[config.mk]
export PLATFORM = sky130hd
export DESIGN_NAME = uabd_top
export DESIGN_NICKNAME = d
export VERILOG_FILES = /design/src/inc/uabd_pkg.sv /design/src/inc/uabd_tick_if.sv /design/src/core/uabd_top.sv /design/src/core/uabd_clkgen.sv /design/src/core/uabd_bitgen.sv
export SDC_FILE = /design/constraint.sdc
export NUM_CORES = 1
export LEC_CHECK = 0
export ABC_AREA = 1
export BUFFER_PORTS_ARGS = -buffer_cell sky130_fd_sc_hd__buf_4
export CORE_MARGIN = 1.5
export CORE_UTILIZATION = 55
export DETAILED_ROUTE_END_ITERATION = 8
export GPL_TIMING_DRIVEN = 0
export PLACE_DENSITY = 0.85
export SYNTH_ARGS = -nofsm -noshare
export SYNTH_HDL_FRONTEND = slang
export SYNTH_SLANG_ARGS = --single-unit
export TNS_END_PERCENT = 5
[constraint.sdc]
create_clock -name sys_clk_i -period 2.3 [get_ports sys_clk_i]
set_input_delay 0 -clock sys_clk_i [delete_from_list [all_inputs] [get_ports sys_clk_i]]
set_output_delay 0 -clock sys_clk_i [all_outputs]
set_load 0.02 [all_outputs]
[src/inc/uabd_pkg.sv]
// constants, register map and types for the auto-baud detect block
package uabd_pkg;
    localparam logic [3:0] ADDR_CTRL = 4'h0;
    localparam logic [3:0] ADDR_DIV_LO = 4'h1;
    localparam logic [3:0] ADDR_DIV_HI = 4'h2;
    localparam logic [3:0] ADDR_RXDATA = 4'h3;
    localparam logic [3:0] ADDR_STATUS = 4'h4;
    localparam logic [3:0] ADDR_MASK = 4'h5;
    localparam int CTRL_ABD_BIT = 0;
    localparam int CTRL_WAKE_BIT = 1;
    localparam int CTRL_WIDE_BIT = 2;
    localparam int CTRL_HS_BIT = 3;
    localparam int ST_RX_BIT = 0;
    localparam int ST_DONE_BIT = 1;
    localparam int ST_WAKE_BIT = 2;
    localparam logic [15:0] DIV_RESET = 16'h0000;
    localparam logic [15:0] ABD_COUNT_START = 16'h0001;
    localparam logic [2:0] ABD_RISE_COUNT = 3'h5;
    localparam logic [31:0] UNMAPPED_READ = 32'h00000000;
    // base divide by 4,16,64 is prescale 1,4,16 of a /4 tick
    localparam logic [3:0] PRE_FAST = 4'h0;
    localparam logic [3:0] PRE_MID = 4'h3;
    localparam logic [3:0] PRE_SLOW = 4'hf;
    localparam logic [1:0] SYS_PER_TICK = 2'h3;
    localparam logic [2:0] ABD_DIV8 = 3'h7;
    typedef enum logic [2:0] {
        UABD_IDLE = 3'b000,
        UABD_WAIT_START = 3'b001,
        UABD_WAIT_RISE = 3'b010,
        UABD_MEASURE = 3'b011,
        UABD_WAKE_LOW = 3'b100
    } uabd_state_t;
endpackage

[src/inc/uabd_tick_if.sv]
// interface carrying divider selection and ticks between modules
interface uabd_tick_if;
    logic wide;
    logic high_speed;
    logic base_tick;
    logic abd_tick;
    logic abd_sync;
    modport src(input wide, input high_speed, input abd_sync,
        output base_tick, output abd_tick);
    modport dst(output wide, output high_speed, output abd_sync,
        input base_tick, input abd_tick);
endinterface

[src/core/uabd_top.sv]
// auto-baud detect unit with avalon register slave
module uabd_top (
    input wire logic sys_clk_i,
    input wire logic rstn_i,
    input wire logic rx_i,
    input wire logic [3:0] avs_address_i,
    input wire logic avs_read_i,
    input wire logic avs_write_i,
    input wire logic [31:0] avs_writedata_i,
    input wire logic [3:0] avs_byteenable_i,
    output logic [31:0] avs_readdata_o,
    output logic avs_waitrequest_o,
    output logic irq_o,
    output logic receiver_idle_o,
    output logic bit_tick_o
);
    typedef struct packed {
        logic rx_s1;
        logic rx_s2;
        logic rx_d;
        uabd_pkg::uabd_state_t st;
        logic abd_en;
        logic wake_en;
        logic wide;
        logic hs;
        logic [15:0] div;
        logic [2:0] rises;
        logic [2:0] status;
        logic [2:0] mask;
        logic [7:0] rxdata;
        logic [31:0] rdata;
        logic ack;
        logic waitq;
        logic irq;
        logic idle;
        logic btick;
    } uabd_top_t;
    uabd_top_t r, next_r;
    uabd_tick_if tk();
    logic bit_tick;
    logic rise;
    logic fall;
    logic req;
    logic wr;
    logic rd;
    logic [2:0] ev;

    uabd_clkgen u_clkgen (
        .sys_clk_i(sys_clk_i),
        .rstn_i(rstn_i),
        .tk(tk)
    );

    uabd_bitgen u_bitgen (
        .sys_clk_i(sys_clk_i),
        .rstn_i(rstn_i),
        .run_i(r.st == uabd_pkg::UABD_IDLE),
        .divisor_i(r.div),
        .base_tick_i(tk.base_tick),
        .bit_tick_o(bit_tick)
    );

    assign tk.wide = r.wide;
    assign tk.high_speed = r.hs;
    assign tk.abd_sync = (r.st == uabd_pkg::UABD_WAIT_RISE) && rise;

    always_comb
    begin
        next_r = r;
        rise = r.rx_s2 && !r.rx_d;
        fall = !r.rx_s2 && r.rx_d;
        req = (avs_read_i || avs_write_i) && !r.ack;
        wr = req && avs_write_i;
        rd = req && avs_read_i;
        ev = 3'h0;
        next_r.rx_s1 = rx_i;
        next_r.rx_s2 = r.rx_s1;
        next_r.rx_d = r.rx_s2;
        next_r.ack = req;
        // registered waitrequest: high when idle, low in the answer cycle
        next_r.waitq = !req;
        next_r.btick = 1'b0;
        // register writes
        if (wr && avs_byteenable_i[0])
        begin
            case (avs_address_i)
                uabd_pkg::ADDR_CTRL:
                begin
                    next_r.abd_en = avs_writedata_i[uabd_pkg::CTRL_ABD_BIT];
                    next_r.wake_en = avs_writedata_i[uabd_pkg::CTRL_WAKE_BIT];
                    next_r.wide = avs_writedata_i[uabd_pkg::CTRL_WIDE_BIT];
                    next_r.hs = avs_writedata_i[uabd_pkg::CTRL_HS_BIT];
                end
                uabd_pkg::ADDR_DIV_LO: next_r.div[7:0] = avs_writedata_i[7:0];
                uabd_pkg::ADDR_DIV_HI: next_r.div[15:8] = avs_writedata_i[7:0];
                uabd_pkg::ADDR_STATUS:
                    next_r.status = r.status & ~avs_writedata_i[2:0];
                uabd_pkg::ADDR_MASK: next_r.mask = avs_writedata_i[2:0];
                default: next_r.mask = r.mask;
            endcase
        end
        if (rd && avs_address_i == uabd_pkg::ADDR_RXDATA)
            next_r.status[uabd_pkg::ST_RX_BIT] = 1'b0;
        // detection sequencer
        case (r.st)
            uabd_pkg::UABD_IDLE:
            begin
                next_r.btick = bit_tick;
                if (next_r.wake_en)
                    next_r.st = uabd_pkg::UABD_WAKE_LOW;
                else if (next_r.abd_en)
                    next_r.st = uabd_pkg::UABD_WAIT_START;
            end
            uabd_pkg::UABD_WAKE_LOW:
            begin
                if (!r.wake_en)
                    next_r.st = uabd_pkg::UABD_IDLE;
                else if (fall)
                begin
                    ev[uabd_pkg::ST_WAKE_BIT] = 1'b1;
                    ev[uabd_pkg::ST_RX_BIT] = 1'b1;
                end
                else if (rise)
                begin
                    next_r.wake_en = 1'b0;
                    next_r.st = r.abd_en ? uabd_pkg::UABD_WAIT_START
                                         : uabd_pkg::UABD_IDLE;
                end
            end
            uabd_pkg::UABD_WAIT_START:
            begin
                if (!r.abd_en)
                    next_r.st = uabd_pkg::UABD_IDLE;
                else if (fall)
                    next_r.st = uabd_pkg::UABD_WAIT_RISE;
            end
            uabd_pkg::UABD_WAIT_RISE:
            begin
                if (!r.abd_en)
                    next_r.st = uabd_pkg::UABD_IDLE;
                else if (rise)
                begin
                    next_r.div = uabd_pkg::ABD_COUNT_START;
                    next_r.rises = 3'h1;
                    next_r.st = uabd_pkg::UABD_MEASURE;
                end
            end
            uabd_pkg::UABD_MEASURE:
            begin
                if (tk.abd_tick)
                    next_r.div = r.div + 16'h0001;
                if (!r.abd_en)
                    next_r.st = uabd_pkg::UABD_IDLE;
                else if (rise)
                begin
                    next_r.rises = r.rises + 3'h1;
                    if (r.rises + 3'h1 == uabd_pkg::ABD_RISE_COUNT)
                    begin
                        next_r.abd_en = 1'b0;
                        next_r.st = uabd_pkg::UABD_IDLE;
                        ev[uabd_pkg::ST_RX_BIT] = 1'b1;
                        ev[uabd_pkg::ST_DONE_BIT] = 1'b1;
                    end
                end
            end
            default: next_r.st = uabd_pkg::UABD_IDLE;
        endcase
        // set wins over clear
        next_r.status = next_r.status | ev;
        next_r.idle = (next_r.st != uabd_pkg::UABD_IDLE);
        next_r.irq = |(next_r.status & next_r.mask);
        // read data
        next_r.rdata = uabd_pkg::UNMAPPED_READ;
        if (rd)
        begin
            case (avs_address_i)
                uabd_pkg::ADDR_CTRL:
                    next_r.rdata = {28'h0000000, r.hs, r.wide,
                        r.wake_en, r.abd_en};
                uabd_pkg::ADDR_DIV_LO: next_r.rdata = {24'h000000, r.div[7:0]};
                uabd_pkg::ADDR_DIV_HI:
                    next_r.rdata = {24'h000000, r.div[15:8]};
                uabd_pkg::ADDR_RXDATA: next_r.rdata = {24'h000000, r.rxdata};
                uabd_pkg::ADDR_STATUS: next_r.rdata = {29'h0, r.status};
                uabd_pkg::ADDR_MASK: next_r.rdata = {29'h0, r.mask};
                default: next_r.rdata = uabd_pkg::UNMAPPED_READ;
            endcase
        end
    end

    always_ff @(posedge sys_clk_i or negedge rstn_i)
    begin
        if (!rstn_i)
        begin
            r <= '0;
            r.rx_s1 <= 1'b1;
            r.rx_s2 <= 1'b1;
            r.rx_d <= 1'b1;
            r.waitq <= 1'b1;
            r.div <= uabd_pkg::DIV_RESET;
        end
        else
            r <= next_r;
    end

    assign avs_readdata_o = r.rdata;
    assign avs_waitrequest_o = r.waitq;
    assign irq_o = r.irq;
    assign receiver_idle_o = r.idle;
    assign bit_tick_o = r.btick;
endmodule

[src/core/uabd_clkgen.sv]
// base and auto-baud counter clock enables
module uabd_clkgen (
    input wire logic sys_clk_i,
    input wire logic rstn_i,
    uabd_tick_if.src tk
);
    typedef struct packed {
        logic [1:0] q;
        logic [3:0] pre;
        logic [2:0] eighth;
        logic base;
        logic abd;
    } uabd_cg_t;
    uabd_cg_t r, next_r;
    logic [3:0] pre_top;
    always_comb
    begin
        case ({tk.wide, tk.high_speed})
            2'b00: pre_top = uabd_pkg::PRE_SLOW;
            2'b11: pre_top = uabd_pkg::PRE_FAST;
            default: pre_top = uabd_pkg::PRE_MID;
        endcase
        next_r = r;
        next_r.base = 1'b0;
        next_r.abd = 1'b0;
        next_r.q = r.q + 2'h1;
        if (r.q == uabd_pkg::SYS_PER_TICK)
        begin
            next_r.q = 2'h0;
            if (r.pre >= pre_top)
            begin
                next_r.pre = 4'h0;
                next_r.base = 1'b1;
                next_r.eighth = r.eighth + 3'h1;
                if (r.eighth == uabd_pkg::ABD_DIV8)
                    next_r.abd = 1'b1;
            end
            else
                next_r.pre = r.pre + 4'h1;
        end
        if (tk.abd_sync)
        begin
            // a base tick on the sync edge counts as the first eighth,
            // a measuring tick still pending from before sync is dropped
            next_r.eighth = {2'h0, next_r.base};
            next_r.abd = 1'b0;
        end
    end
    always_ff @(posedge sys_clk_i or negedge rstn_i)
    begin
        if (!rstn_i)
            r <= '0;
        else
            r <= next_r;
    end
    assign tk.base_tick = r.base;
    assign tk.abd_tick = r.abd;
endmodule

[src/core/uabd_bitgen.sv]
// normal-mode bit period generator from the divisor
module uabd_bitgen (
    input wire logic sys_clk_i,
    input wire logic rstn_i,
    input wire logic run_i,
    input wire logic [15:0] divisor_i,
    input wire logic base_tick_i,
    output logic bit_tick_o
);
    typedef struct packed {
        logic [15:0] cnt;
        logic tick;
    } uabd_bg_t;
    uabd_bg_t r, next_r;
    always_comb
    begin
        next_r = r;
        next_r.tick = 1'b0;
        if (!run_i)
            next_r.cnt = 16'h0000;
        else if (base_tick_i)
        begin
            if (r.cnt >= divisor_i)
            begin
                next_r.cnt = 16'h0000;
                next_r.tick = 1'b1;
            end
            else
                next_r.cnt = r.cnt + 16'h0001;
        end
    end
    always_ff @(posedge sys_clk_i or negedge rstn_i)
    begin
        if (!rstn_i)
            r <= '0;
        else
            r <= next_r;
    end
    assign bit_tick_o = r.tick;
endmodule

==> metrics <==
starting density of the core 0.565; final hold viol count 0; # rows 34; Synth Area in Compound Gates 0.130; worst slew pin tran 0.970 ns; Final Power 4.28 mW; Pre-antenna DRT Iters 5; largest net degree at the start of global routing 77; fill count between 700 and 800; Critical Path Source Type register; vias in the first global route 4495; Peak VDD IR 471 µV; Nets between 800 and 900; root buffer cell clkbuf_8; Worst slew margin 0.353; share of layout cells above drive strength 1 0.146; Crit path largest cell delay 0.49 ns; global-route wire length before repair between 20000 and 25000 µm; clk sinks 76; WL per Instance 14.1 µm; Post-Synth Simple-Gate Area 0.267; CP required roughly 2.6 ns; register bit total from synthesis 76; largest family of logic cells by synthesized area simple AND/OR/NAND/NOR gates; most frequent CP cell nand2_1; Hold Crit Class in -> reg; Placed Area 0.00534 mm²; # DRC 0; leakage power roughly 3 nW; initial antenna violation count 0; Slowest cell on crit path dfrtp_1; CTS max path bufs 2; port buffer count 29; Clock Latency Late Sink 0.35 ns; htree depth 3; unrepaired setup endpoints after global routing false; Avg Cell Area, Syn 7.53 µm²; fin crit period 2.00 ns; clock transition at the registers of the reported paths around 0.09 ns; core area a little under 0.009 mm²; routed wire length around 12000 µm; Layout Area Growth over Synthesis 17.2%; Top-Level Pins 81; Mapped Area 0.00490 mm²; Crit Path Class reg -> reg; setup_tns 0 ns; PwrDens approximately 750 mW/mm²; # Post-CTS Setup Buffers 0; critical path, cell by cell inv_1, ha_1, nand2_1, nand2_1, nand3_1, nand2_1, a21oi_1, nand3_2, buf_4, o21bai_1; multiplexer share of the synthesized area 0; Unique masters post-synth 36; gpl congestion 0.959; Tcrit/Tclk final 0.869; via count 4566; antenna viol nets, final 0; cell count after synthesis 651; gr ovfl total 0; endpoints failing setup 0; run status finished clean; DIE AREA 0.00949 mm²; Die X around 97 µm; die height 97.4 µm; Slew Viols, Final 0; Synthesis Warnings 0; Adder-Cell Fraction of Synth Area 0.0714; Post-Synth XOR/XNOR Area 0.00893; WP data arrival between 2 and 2.5 ns; CTS tree yes; Setup crit end kind register; Max Cap Viol 0; post_cts resized 0; crit-path max FO 10; # diodes 0; Clock Skew 0.00925 ns; Vias/cell 5.43; Num CTS Buffers 9; 1st-iter DRT viols 266; fin area approximately 0.0057 mm²; all-layer global routing usage 0.264; FF-to-FF setup slack around 0.30 ns; dpl hpwl approximately 8700 µm; post-synthesis sequential area ratio 0.389; maximum clock frequency approximately 500 MHz
==> critical path: cells and delay by family (launching register included) <==
kind / cells / cell delay [ns]
AND/OR/NAND/NOR: 5 / 0.42
flip-flops: 1 / 0.49
buffers and inverters: 2 / 0.36
AO/OA/AOI/OAI: 2 / 0.33
adder cells (fa/ha/maj): 1 / 0.33
==> logic make-up after synthesis <==
| logic type | count (synthesis) |
|---|---|
| compound gates | 110 |
| fa+ha+maj | 28 |
| xor+xnor | 5 |
| buf+inv | 136 |
| other cells | 1 |
| flops | 76 |
| simple gates | 295 |
==> stage by stage <==
stage	cells	hold WS [ns]	utilization	setup slack (ns)
final	841	0.0419	0.662	0.302
after global routing	841	0.0550	0.662	0.0723
after CTS	842	0.0199	0.663	0.167
after detailed placement	811	0.110	0.616	0.196
after global placement	811	0.109	0.616	0.268
after floorplan	674	-0.296	-	0.512
==> flip-flops by register name (all words and copies together) (netlist names), 2 cells and up <==
| signal | cells |
|---|---|
| avs_readdata_o | 8 |
| next_r | 2 |
| u_bitgen.r | 16 |
| u_clkgen.r | 9 |
| r | 32 |
==> final timing paths <==
check | startpoint | end | depth (start not counted)
setup / recovery | r[63]$_DFF_PN0_ | u_bitgen.r[14]$_DFFE_PN0P_ | 10
hold / removal | avs_read_i | avs_readdata_o[3]$_DFF_PN0_ | 5
setup reg to reg | r[63]$_DFF_PN0_ | u_bitgen.r[14]$_DFFE_PN0P_ | 10
hold reg to reg | next_r[78]$_DFF_PN1_ | next_r[77]$_DFF_PN1_ | 0
max in group asynchronous | rstn_i | r[68]$_DFF_PN0_ | 2
min in group asynchronous | rstn_i | u_clkgen.r[10]$_DFF_PN0_ | 2
==> area by class of cell <==
| class | instances | area, µm² | share of cell area |
|---|---|---|---|
| multi-input combinational | 462 | 2430 | 0.423 |
| clock inverter | 6 | 119 | 0.0207 |
| timing repair buffer | 44 | 368 | 0.0640 |
| buffer | 36 | 274 | 0.0477 |
| sequential | 76 | 1910 | 0.332 |
| tap | 108 | 135 | 0.0235 |
| clock buffer | 10 | 138 | 0.0239 |
| inverter | 99 | 373 | 0.0649 |
==> cells in the mapped netlist (all sizes together) <==
master,number,share of area
nand2,140,0.11
a21boi,1,0.0015
ha,28,0.071
o21bai,16,0.024
clkbuf,1,0.00076
xor2,2,0.0036
a21oi,25,0.026
o31ai,1,0.0015
o211ai,7,0.011
o22ai,11,0.014
nor2,83,0.074
buf,36,0.056
or2,1,0.0013
dfrtp,72,0.37
inv,98,0.075
clkinv,1,0.0010
nand4,16,0.020
dfstp,4,0.021
o21ai,46,0.048
o22a,1,0.0018
nand3,46,0.050
nor3,9,0.011
xnor2,3,0.0054
a21o,1,0.0015
conb,1,0.00076
o21a,1,0.0015
==> power breakdown <==
group | switching, mW | total (mW) | internal, mW | leakage, nW
registers | 0.197 | 1.74 | 1.55 | 0.942
clock network | 0.521 | 1.28 | 0.764 | 0.129
logic | 0.802 | 1.25 | 0.451 | 1.91
total | 1.52 | 4.28 | 2.76 | 2.98
==> layer usage <==
metal  global-route usage  vias up  wire length, µm
met5                    0        -                0
met4                0.105        0              210
met3               0.0446       24              681
met2                0.447      170             5830
met1                0.338     2154             5140
li1                     -     2218                -
==> layout by cell type, fill, tap and decap left out, types with 11 or more instances in the layout <==
master	synthesis	layout
o22ai_1	11	11
dlygate4sd3_1	0	15
o21ai_0	41	41
nor2_1	74	74
buf_4	35	64
conb_1	1	24
nand2_1	137	137
nand3_1	43	43
nand4_1	16	16
a21oi_1	25	25
dfrtp_1	72	72
inv_1	95	95
o21bai_1	16	16
ha_1	28	28
==> repair_timing <==
action / in CTS / in global routing
hold endpoints to repair: 88 / 0
endpoints found under the setup margin: 0 / 10
hold buffers: 15 / 0
No activity file was read; power rests on OpenSTA's default activity.
